==> src/rtl/cafr_pkg.sv <==
`default_nettype none
package cafr_pkg;

	localparam logic [7:0] ADDR_TAG_BYTE_ONE = 8'hbc;
	localparam logic [7:0] ADDR_TAG_BYTE_TWO = 8'hbd;
	localparam logic [7:0] ADDR_TAG_BYTE_THREE = 8'hbe;
	localparam logic [7:0] ADDR_EXT_ID_TAG_LOW_BYTE = 8'hbf;
	localparam logic [7:0] ADDR_ID_MASK_BYTE_ONE = 8'hc4;
	localparam logic [7:0] ADDR_ID_MASK_BYTE_TWO = 8'hc5;
	localparam logic [7:0] ADDR_ID_MASK_BYTE_THREE = 8'hc6;
	localparam logic [7:0] ADDR_ID_MASK_BYTE_FOUR = 8'hc7;

	// Fourth byte field positions; POS_STD_LOW is a position in the second byte
	localparam int POS_ID_LOW = 3;
	localparam int POS_REMOTE = 2;
	localparam int POS_RES_ONE = 1;
	localparam int POS_RES_ZERO = 0;
	localparam int POS_EXT_FLAG = 0;
	localparam int POS_STD_LOW = 5;

	localparam int STD_ID_W = 11;
	localparam int EXT_ID_W = 29;

	// Reserved mask positions have no defined read value; zero is what this build returns
	localparam logic [7:0] RESERVED_READ = 8'h00;

	typedef enum logic [2:0]
	{
		CAFR_IDLE = 3'b001,
		CAFR_CMP = 3'b010,
		CAFR_DONE = 3'b100
	} cafr_state_e;

endpackage : cafr_pkg
`default_nettype wire

==> src/rtl/cafr_filt_if.sv <==
`timescale 1ns/10ps
`default_nettype none
interface cafr_filt_if;
	import cafr_pkg::*;
	logic [EXT_ID_W-1:0] tag_id;
	logic [EXT_ID_W-1:0] mask_id;
	logic tag_remote;
	logic mask_remote;
	logic mask_ext;
	logic tag_ext;
	logic [EXT_ID_W-1:0] rx_id;
	logic rx_remote;
	logic rx_ext;
	logic hit;

	modport ctrl
	(
		output tag_id, mask_id, tag_remote, mask_remote, mask_ext, tag_ext,
		output rx_id, rx_remote, rx_ext,
		input hit
	);
	modport cmp
	(
		input tag_id, mask_id, tag_remote, mask_remote, mask_ext, tag_ext,
		input rx_id, rx_remote, rx_ext,
		output hit
	);
endinterface : cafr_filt_if
`default_nettype wire

==> src/rtl/cafr_compare.sv <==
`timescale 1ns/10ps
`default_nettype none
module cafr_compare
	import cafr_pkg::*;
#(
	parameter int ID_W = EXT_ID_W
)
(
	cafr_filt_if.cmp f
);
	logic [ID_W-1:0] bit_ok;

	// A cleared mask bit forces that bit to match
	genvar g;
	generate
		for (g = 0; g < ID_W; g++)
		begin : g_bit
			assign bit_ok[g] = ~f.mask_id[g] | (f.rx_id[g] == f.tag_id[g]);
		end
	endgenerate

	logic remote_ok;
	logic ext_ok;
	assign remote_ok = ~f.mask_remote | (f.rx_remote == f.tag_remote);
	assign ext_ok = ~f.mask_ext | (f.rx_ext == f.tag_ext);
	assign f.hit = (&bit_ok) & remote_ok & ext_ok;
endmodule // cafr_compare
`default_nettype wire

==> src/rtl/cafr_regs.sv <==
`timescale 1ns/10ps
`default_nettype none
module cafr_regs
	import cafr_pkg::*;
(
	input wire logic clk_i,
	input wire logic rst_n_i,
	// Special-function-register access
	input wire logic [7:0] sfr_addr_i,
	input wire logic sfr_wr_i,
	input wire logic sfr_rd_i,
	input wire logic [7:0] sfr_wdata_i,
	output logic [7:0] sfr_rdata_o,
	output logic sfr_hit_o,
	// Extended (29-bit) format select, else 11-bit
	input wire logic ext_format_i,
	// Reception candidate from the bit engine
	input wire logic rx_check_i,
	input wire logic rx_transmit_i,
	input wire logic [28:0] rx_id_i,
	input wire logic rx_remote_i,
	input wire logic rx_ext_i,
	input wire logic rx_res_one_i,
	input wire logic rx_res_zero_i,
	output logic rx_done_o,
	output logic rx_accept_o
);
	// Release is synchronised; assertion stays asynchronous
	logic rst_q1;
	logic rst_q2;
	logic rst_n;
	always_ff @(posedge clk_i or negedge rst_n_i)
	begin
		if (!rst_n_i)
		begin
			rst_q1 <= 1'b0;
			rst_q2 <= 1'b0;
		end
		else
		begin
			rst_q1 <= 1'b1;
			rst_q2 <= rst_q1;
		end
	end
	assign rst_n = rst_q2;

	// Storage has no reset: contents are undefined until software writes
	logic [7:0] tag1;
	logic [7:0] tag2;
	logic [7:0] tag3;
	logic [7:0] tag4;
	logic [7:0] msk1;
	logic [7:0] msk2;
	logic [7:0] msk3;
	logic [7:0] msk4;

	// One write select per byte; an unmapped address selects nothing
	logic wr_tag1;
	logic wr_tag2;
	logic wr_tag3;
	logic wr_tag4;
	logic wr_msk1;
	logic wr_msk2;
	logic wr_msk3;
	logic wr_msk4;
	assign wr_tag1 = sfr_wr_i && (sfr_addr_i == ADDR_TAG_BYTE_ONE);
	assign wr_tag2 = sfr_wr_i && (sfr_addr_i == ADDR_TAG_BYTE_TWO);
	assign wr_tag3 = sfr_wr_i && (sfr_addr_i == ADDR_TAG_BYTE_THREE);
	assign wr_tag4 = sfr_wr_i && (sfr_addr_i == ADDR_EXT_ID_TAG_LOW_BYTE);
	assign wr_msk1 = sfr_wr_i && (sfr_addr_i == ADDR_ID_MASK_BYTE_ONE);
	assign wr_msk2 = sfr_wr_i && (sfr_addr_i == ADDR_ID_MASK_BYTE_TWO);
	assign wr_msk3 = sfr_wr_i && (sfr_addr_i == ADDR_ID_MASK_BYTE_THREE);
	assign wr_msk4 = sfr_wr_i && (sfr_addr_i == ADDR_ID_MASK_BYTE_FOUR);

	always_ff @(posedge clk_i)
	begin
		if (wr_tag1)
			tag1 <= sfr_wdata_i;
	end

	always_ff @(posedge clk_i)
	begin
		if (wr_tag2)
			tag2 <= sfr_wdata_i;
	end

	always_ff @(posedge clk_i)
	begin
		if (wr_tag3)
			tag3 <= sfr_wdata_i;
	end

	always_ff @(posedge clk_i)
	begin
		if (wr_tag4)
			tag4 <= sfr_wdata_i;
	end

	always_ff @(posedge clk_i)
	begin
		if (wr_msk1)
			msk1 <= sfr_wdata_i;
	end

	always_ff @(posedge clk_i)
	begin
		if (wr_msk2)
			msk2 <= sfr_wdata_i;
	end

	always_ff @(posedge clk_i)
	begin
		if (wr_msk3)
			msk3 <= sfr_wdata_i;
	end

	always_ff @(posedge clk_i)
	begin
		if (wr_msk4)
			msk4 <= sfr_wdata_i;
	end

	// Named fields of the fourth tag and mask bytes
	logic [4:0] identifier_tag_bits;
	logic remote_request_tag;
	logic reserved_one_tag;
	logic reserved_zero_tag;
	logic [4:0] identifier_mask_field;
	logic remote_request_mask;
	logic extension_flag_mask;
	assign identifier_tag_bits = tag4[7:POS_ID_LOW];
	assign remote_request_tag = tag4[POS_REMOTE];
	assign reserved_one_tag = tag4[POS_RES_ONE];
	assign reserved_zero_tag = tag4[POS_RES_ZERO];
	assign identifier_mask_field = msk4[7:POS_ID_LOW];
	assign remote_request_mask = msk4[POS_REMOTE];
	assign extension_flag_mask = msk4[POS_EXT_FLAG];

	// Hit marks mapped addresses only
	logic decoded;
	always_comb
	begin
		case (sfr_addr_i)
			ADDR_TAG_BYTE_ONE, ADDR_TAG_BYTE_TWO, ADDR_TAG_BYTE_THREE,
			ADDR_EXT_ID_TAG_LOW_BYTE, ADDR_ID_MASK_BYTE_ONE, ADDR_ID_MASK_BYTE_TWO,
			ADDR_ID_MASK_BYTE_THREE, ADDR_ID_MASK_BYTE_FOUR: decoded = 1'b1;
			default: decoded = 1'b0;
		endcase
	end

	// Reserved mask positions come back as a fixed pattern; callers must not rely on it
	logic [7:0] next_rdata;
	always_comb
	begin
		next_rdata = RESERVED_READ;
		case (sfr_addr_i)
			ADDR_TAG_BYTE_ONE: next_rdata = tag1;
			ADDR_TAG_BYTE_TWO: next_rdata = tag2;
			ADDR_TAG_BYTE_THREE: next_rdata = tag3;
			ADDR_EXT_ID_TAG_LOW_BYTE: next_rdata = tag4;
			ADDR_ID_MASK_BYTE_ONE: next_rdata = msk1;
			ADDR_ID_MASK_BYTE_TWO:
				next_rdata = ext_format_i ? msk2 : {msk2[7:5], RESERVED_READ[4:0]};
			ADDR_ID_MASK_BYTE_THREE:
				next_rdata = ext_format_i ? msk3 : RESERVED_READ;
			ADDR_ID_MASK_BYTE_FOUR:
				next_rdata = ext_format_i
					? {msk4[7:2], RESERVED_READ[1], msk4[0]}
					: {RESERVED_READ[7:3], msk4[2], RESERVED_READ[1], msk4[0]};
			default: next_rdata = RESERVED_READ;
		endcase
	end

	// Read data is zero whenever no read is under way
	always_ff @(posedge clk_i or negedge rst_n)
	begin
		if (!rst_n)
		begin
			sfr_rdata_o <= 8'h00;
			sfr_hit_o <= 1'b0;
		end
		else
		begin
			sfr_rdata_o <= sfr_rd_i ? next_rdata : 8'h00;
			sfr_hit_o <= (sfr_rd_i | sfr_wr_i) & decoded;
		end
	end

	// Field assembly for the comparator
	cafr_filt_if filt ();
	logic [28:0] mask_id;
	logic [28:0] tag_id;
	always_comb
	begin
		if (ext_format_i)
		begin
			mask_id = {msk1, msk2, msk3, identifier_mask_field};
			tag_id = {tag1, tag2, tag3, identifier_tag_bits};
		end
		else
		begin
			// Standard ids live in the low 11 bits; upper bits forced to match
			mask_id = {18'h00000, msk1, msk2[7:POS_STD_LOW]};
			tag_id = {18'h00000, tag1, tag2[7:POS_STD_LOW]};
		end
	end

	// Received candidate is held in flops so the compare sees a stable word
	// Own transmissions never reach the filter
	logic rx_take;
	assign rx_take = rx_check_i && !rx_transmit_i;
	logic [28:0] rx_id_q;
	logic rx_remote_q;
	logic rx_ext_q;
	always_ff @(posedge clk_i)
	begin
		if (rx_take)
			rx_id_q <= ext_format_i ? rx_id_i : {18'h00000, rx_id_i[10:0]};
	end

	always_ff @(posedge clk_i)
	begin
		if (rx_take)
			rx_remote_q <= rx_remote_i;
	end

	always_ff @(posedge clk_i)
	begin
		if (rx_take)
			rx_ext_q <= rx_ext_i;
	end

	assign filt.mask_id = mask_id;
	assign filt.tag_id = tag_id;
	assign filt.mask_remote = remote_request_mask;
	assign filt.tag_remote = remote_request_tag;
	assign filt.mask_ext = extension_flag_mask;
	assign filt.tag_ext = ext_format_i;
	assign filt.rx_id = rx_id_q;
	assign filt.rx_remote = rx_remote_q;
	assign filt.rx_ext = rx_ext_q;

	// Comparator is combinational on the held candidate
	cafr_compare #(
		.ID_W(EXT_ID_W)
	) u_cmp (
		.f(filt)
	);

	// Reserved bits 1/0 of the received frame are never stored; those of the tag byte are stored but never compared
	logic unused_res;
	assign unused_res = rx_res_one_i ^ rx_res_zero_i ^ reserved_one_tag ^ reserved_zero_tag;

	// Two busy cycles; checks arriving meanwhile are dropped
	cafr_state_e state;
	always_ff @(posedge clk_i or negedge rst_n)
	begin
		if (!rst_n)
			state <= CAFR_IDLE;
		else
		begin
			case (state)
				CAFR_IDLE:
					if (rx_take)
						state <= CAFR_CMP;
				CAFR_CMP: state <= CAFR_DONE;
				CAFR_DONE: state <= CAFR_IDLE;
				default: state <= CAFR_IDLE;
			endcase
		end
	end

	// Decision pulse, one cycle per accepted check
	always_ff @(posedge clk_i or negedge rst_n)
	begin
		if (!rst_n)
			rx_done_o <= 1'b0;
		else
			rx_done_o <= (state == CAFR_CMP);
	end

	// Accept holds its last decision until the next one
	always_ff @(posedge clk_i or negedge rst_n)
	begin
		if (!rst_n)
			rx_accept_o <= 1'b0;
		else if (state == CAFR_CMP)
			rx_accept_o <= filt.hit;
	end
endmodule // cafr_regs
`default_nettype wire

==> config.mk <==
export PLATFORM = sky130hd
export DESIGN_NAME = cafr_regs
export DESIGN_NICKNAME = d
export VERILOG_FILES = /design/src/rtl/cafr_pkg.sv /design/src/rtl/cafr_filt_if.sv /design/src/rtl/cafr_compare.sv /design/src/rtl/cafr_regs.sv
export SDC_FILE = /design/constraint.sdc
export NUM_CORES = 1
export LEC_CHECK = 0
export ABC_AREA = 1
export BUFFER_PORTS_ARGS = -buffer_cell sky130_fd_sc_hd__buf_2
export CAP_MARGIN = 20
export CELL_PAD_IN_SITES_DETAIL_PLACEMENT = 1
export CELL_PAD_IN_SITES_GLOBAL_PLACEMENT = 2
export CORE_MARGIN = 8
export CORE_UTILIZATION = 30
export CTS_BUF_LIST = sky130_fd_sc_hd__clkbuf_8
export DETAILED_ROUTE_END_ITERATION = 10
export GPL_TIMING_DRIVEN = 0
export PLACE_DENSITY = 0.72
export SLEW_MARGIN = 0
export SYNTH_ARGS = -nofsm -noshare
export SYNTH_HDL_FRONTEND = slang
export SYNTH_SLANG_ARGS = --single-unit
==> constraint.sdc <==
create_clock -name clk_i -period 0.8 [get_ports clk_i]
set_input_delay 0.08 -clock clk_i [delete_from_list [all_inputs] [get_ports clk_i]]
set_output_delay 0.08 -clock clk_i [all_outputs]
set_load 0.1 [all_outputs]
* Word level (Yosys, flattened, before mapping)
Cells that the tools add are included.
** Word-level totals
- Register bits after elaboration :: 111
- Input bits :: 56
- Output and inout bits :: 11
- Logic and storage cells :: 149
** Cells by class
- Equal/unequal tests :: 42
- Muxes and demuxes :: 10
- Bitwise gates (word level) :: 66
- Reductions and logical operators :: 12
** Operators with widths (number)
- == test 8 bit (second input constant) :: 8
- one-hot mux 8 bit (8 select lines) :: 1
- 2-to-1 mux 29 bit :: 2
- OR 1 bit :: 32
- == test 1 bit :: 31
- NOT 1 bit :: 31
- AND reduction 29 bit :: 1
- 2-to-1 mux 8 bit :: 3
- logical AND 1 bit :: 9
- OR reduction 8 bit :: 1
- one-hot mux 3 bit (2 select lines) :: 1
- 2-to-1 mux 5 bit :: 1
- AND 1 bit :: 3
- == test 3 x 1 -> 1 bit (second input constant) :: 1
- == test 3 x 2 -> 1 bit (second input constant) :: 1
- 2-to-1 mux 3 bit :: 1
- != test 2 bit (second input constant) :: 1
- logical NOT 1 bit :: 1
- 2-to-1 mux 1 bit :: 1

* Longest topological paths before layout
- Depth in word-level cells :: 6
- Mapped depth :: 13
- Depth with buffers taken out :: 11

* By module
Synthesis repeated with hierarchy kept, for this count alone.
** Second synthesis, totals
- Cells, all modules :: 631
- Area, all modules :: 5569.1 um^2
** Modules (own cells, without submodules)
- cafr_regs :: instances 1, cells an instance 464, area each 4919.7 um^2, sequential area each 3224.3 um^2
- cafr_compare :: instances 1, cells an instance 167, area each 649.4 um^2, sequential area each 0.0 um^2

* Worst setup path after synthesis
No wires, ideal clock.
- Path kind :: input to register
- From :: input rx_check_i
- To :: register rx_ext_q, in the netlist filt.rx_ext (enable)
- Setup time :: 0.420 ns
- Arrival time :: 1.441 ns
- Data required time :: 0.380 ns
- Path slack :: -1.061 ns
- Stages :: 2
- Buffers on the path :: 0
- Path through :: inv_1 > nor2_1
** On the way
- Longest elaborated chain between the ends :: 1
** RTL lines
- start, declared :: line cafr_regs.sv:18 : input wire logic rx_check_i,
- logical AND 1 bit :: line cafr_regs.sv:211 : assign rx_take = rx_check_i && !rx_transmit_i;
- via rx_take :: line cafr_regs.sv:210 : logic rx_take;
- end signal, assigned :: line cafr_regs.sv:230 : rx_ext_q <= rx_ext_i;
- end, declared :: line cafr_regs.sv:214 : logic rx_ext_q;
The timed path passes the listed nets, and every way through them passes these cells.
A chain may end at the register's enable or synchronous reset.

* Worst setup path in the final report
- From :: register rx_id_q[11], in the netlist filt.rx_id[11]
- To :: register rx_accept_o
** On the way
- Longest elaborated chain between the ends :: 5
** RTL lines
- start, declared :: line cafr_regs.sv:212 : logic [28:0] rx_id_q;
- start signal, assigned :: line cafr_regs.sv:218 : rx_id_q <= ext_format_i ? rx_id_i : {18'h00000, rx_id_i[10:0]};
- == test 1 bit :: line cafr_compare.sv:18 : assign bit_ok[g] = ~f.mask_id[g] | (f.rx_id[g] == f.tag_id[g]);
- OR 1 bit :: line cafr_compare.sv:18
- AND reduction 29 bit :: line cafr_compare.sv:26 : assign f.hit = (&bit_ok) & remote_ok & ext_ok;
- AND 1 bit (2 in a row) :: line cafr_compare.sv:26
- end signal, assigned :: line cafr_regs.sv:288 : rx_accept_o <= filt.hit;
- end, declared :: line cafr_regs.sv:26 : output logic rx_accept_o
Every way passes these cells.

==> metrics.md <==
| Metric | Value |
|---|---|
| Iteration-0 DRC count of the detailed router | 240 |
| Headroom to the max-slew limit | 64.6% |
| Adder and majority gate portion of the synthesized area | 0% |
| Synth top area share | 54.8% |
| Row cnt | 48 |
| Synthesis Warnings | 0 |
| Kind of critical path | register to register |
| Post-synthesis compound-gate area fraction | 4.78% |
| Portion of the post-synthesis area used by sequential elements | 62.6% |
| Signed area change from the synthesized netlist to the final layout | 41.8% |
| Seq pwr share | 57.5% |
| Deepest clock path buffer count | 2 |
| Sort of element at the start of the critical path | register |
| Mapped cell area | 5150 um^2 |
| #FFs+latches synth | 110 |
| Total negative slack for setup checks | -10.50 ns |
| Fmax | 760 MHz |
| Clock latency at the later pin of the worst-skew pair | 0.40 ns |
| Netlist cell types | 27 |
| Via count | 4382 |
| Number of enable-type register cells in the synthesized netlist | 94 |
| Number of hold buffers added after CTS | 38 |
| Cell type with the highest aggregate area in the netlist | sky130_fd_sc_hd__edfxtp_1 |
| Placed Instances | 838 |
| Final period util | 164% |
| Final instance area | 7310 um^2 |
| Switching power of the nets | 2.96 mW |
| Post-layout min period | 1.32 ns |
| RePlAce Congestion | 0.821 |
| Fin worst setup slack | -0.516 ns |
| Post-synthesis async set-or-reset flop share | 14.5% |
| Area share of and/or/nand/nor cells after synthesis | 26.4% |
| Worst hold path class | input pin to register |
| Count of placed standard cells in the final layout, fillers left out | 920 |
| Share of cell area taken by muxes after synthesis | 0% |
| End-of-flow core utilization | 42.8% |
| Actual slew at the worst max-slew pin | 0.530 ns |
| Starting Density | 30.2% |
| Ant. Diodes | 0 |
| Power density normalized to cell area | 1550 nW/um^2 |
| Final total power | 11.3 mW |
| Fin. Hold Viols | 1 |
| Dominant cell by count in the synthesized netlist | sky130_fd_sc_hd__nand2_1 |
| DRC violations left | 0 |
| GRT Resource Usage Total | 16.6% |
| Clock-pin slew reported for the worst setup and hold paths after clock tree synthesis | 0.11 ns |
| Violated checks | negative hold slack, negative setup slack |
| Static Leakage | 3.10 nW |
| Hold slack | -0.00495 ns |
| Share of layout cells above drive strength 1 | 30.8% |
| Horiz. Die Dim | 147 um |
| Antenna violations before repair | 0 |
| Count of pins on the block boundary | 67 |
| Detailed-route vias per instance | 4.76 |
| Req. time, crit path | 1.15 ns |
| Logic gate share of total power | 12.9% |
| Clock tree root driver cell | sky130_fd_sc_hd__clkbuf_8 |
| Pre-CTS WS | -0.985 ns |
| Clock network fraction of total power | 29.7% |
| Top cells by instance count after synthesis | sky130_fd_sc_hd__nand2_1, sky130_fd_sc_hd__edfxtp_1, sky130_fd_sc_hd__inv_1 |
| Worst clock skew on the final layout | 0.0194 ns |
| H-tree levels | 3 |
| Setup repair after global routing missed its margin | yes |
| Type of element capturing the critical path | register |
| Detail Placement HPWL | 12700 um |
| Number of buffers created by CTS | 9 |
| CORE AREA | 17100 um^2 |
| DR WL/cell | 19.2 um |
| Post-synth top flop | sky130_fd_sc_hd__edfxtp_1 |
| Fin. max-slew vios | 0 |
| CTS tree | done |
| Finish-stage setup viols | 76 |
| Die height | 147 um |
| Pint | 8.38 mW |
| Final net count | 746 |
| Dpl cell area | 5940 um^2 |
| Switching fraction of total power | 26.1% |
| Total congestion overflow after global routing | 0 |
| Number of global-route vias before repair | 4643 |
| Cells after Synth | 550 |
| Arrival time at the worst endpoint | 1.66 ns |
| Post-Synthesis Net Count | 606 |
| Port Buffer Count | 63 |
| Xor/xnor share of the synthesized area | 0% |
| Largest family of logic cells by synthesized area | simple AND/OR/NAND/NOR gates |
| # Max-Cap Violations | 0 |
| Number of antenna-violating nets in the routed design | 0 |
| Die ar. | 21600 um^2 |
| Global-route wire length before repair | 27000 um |
| Outcome | finished with violations |
| Detailed Route WL | 17600 um |
| Worst supply voltage drop on vdd | 0.000865 V |
| CTS sink count | 110 |
| Worst-path fanout max | 2 |
| Router iterations before antenna repair | 4 |
| Mean Syn Cell Area | 9.37 um^2 |
| Most area-consuming cells after synthesis | sky130_fd_sc_hd__edfxtp_1, sky130_fd_sc_hd__nand2_1, sky130_fd_sc_hd__dfrtp_1, sky130_fd_sc_hd__inv_1, sky130_fd_sc_hd__nand3_1 |
| Pin count of the biggest net entering global routing | 18 |
==> timing repair <==
item                                    in CTS  in global routing
cloned                                       2                  0
gates resized for setup                     95                 37
endpoints found under the setup margin     117                 99
hold endpoints to repair                    61                  1
pin swaps                                   39                 28
setup buffers                               19                  8
==> path summary, 6_finish.rpt <==
path,startpoint,end,slack (ns),depth (start not counted)
max reg2reg,filt.rx_id[11],rx_accept_o,-0.52,7
min reg2reg,rst_n,rx_accept_o,0.17,0
max,filt.rx_id[11],rx_accept_o,-0.52,7
min in group asynchronous,rst_n,rx_accept_o,0.17,0
min,rx_check_i,state[1],-0.005,3
max in group asynchronous,rst_n_i,rst_n,0.14,3
==> power by group through the flow <==
stage               combinational [mW]  sequential, mW  clock [mW]
floorplan                        0.511            6.74           0
global placement                  1.06            6.62           0
detailed placement                1.10            6.62           0
CTS                               1.39            6.51        3.46
global route                      1.58            6.54        3.62
finish                            1.46            6.51        3.36
==> final cells by class <==
cell class | instances | area [um^2]
timing repair buffer | 127 | 1170
fill | 1921 | 9750
sequential | 110 | 3240
clock buffer | 9 | 124
buffer | 13 | 90.1
clock inverter | 7 | 60.1
multi-input combinational | 361 | 2050
inverter | 68 | 284
tap | 225 | 282
==> routing by layer <==
metal / vias to the layer above / share of wire, % / track usage [%] / wire (um)
met1: 2144 / 43 / 20.5 / 7640
met5: - / 0 / 0 / 0
met4: 0 / 2.7 / 7.04 / 469
met2: 116 / 49 / 28.2 / 8700
met3: 29 / 4.7 / 2.49 / 835
li1: 2093 / - / - / -
==> placed cells by master, fill, tap and decap left out, drive strengths merged <==
cell type    Yosys  final
a21oi            9      9
a22oi            1      1
buf             13    102
bufinv           0      1
clkbuf           0      9
clkinv           2      3
clkinvlp         0      2
conb             1      1
dfrtp           15     15
dfstp            1      1
dlygate4sd3      0     38
edfxtp          94     94
inv             66     69
nand2          190    191
nand3           48     48
nand3b          16     16
nand4            1      1
nor2            49     50
nor3             7      7
nor3b            1      1
nor4             1      1
o21ai           21     21
o21bai           1      1
o22ai           13     13
==> critical path, cell delays in order, from the launching register on <==
cell and delay [ns]:
sky130_fd_sc_hd__edfxtp_1 0.50, sky130_fd_sc_hd__o21ai_2 0.23, sky130_fd_sc_hd__nand2_1 0.09, sky130_fd_sc_hd__nor2_2 0.12, sky130_fd_sc_hd__nand2_1 0.09, sky130_fd_sc_hd__nor2_1 0.12, sky130_fd_sc_hd__nand3_2 0.07, sky130_fd_sc_hd__nand2_1 0.05
==> sequential cells by signal, indices dropped and copies added, names as in the netlist, 7 cells and up <==
register / count
filt.rx_id: 29
msk1: 8
msk2: 8
msk3: 8
msk4: 7
sfr_rdata_o: 8
tag1: 8
tag2: 8
tag3: 8
tag4: 8
==> cell families after synthesis <==
group	after synthesis
AND/OR/NAND/NOR	313
AO/OA/AOI/OAI	45
buffers and inverters	81
flip-flops	110
other	1
(Power assumes the default switching activity.)
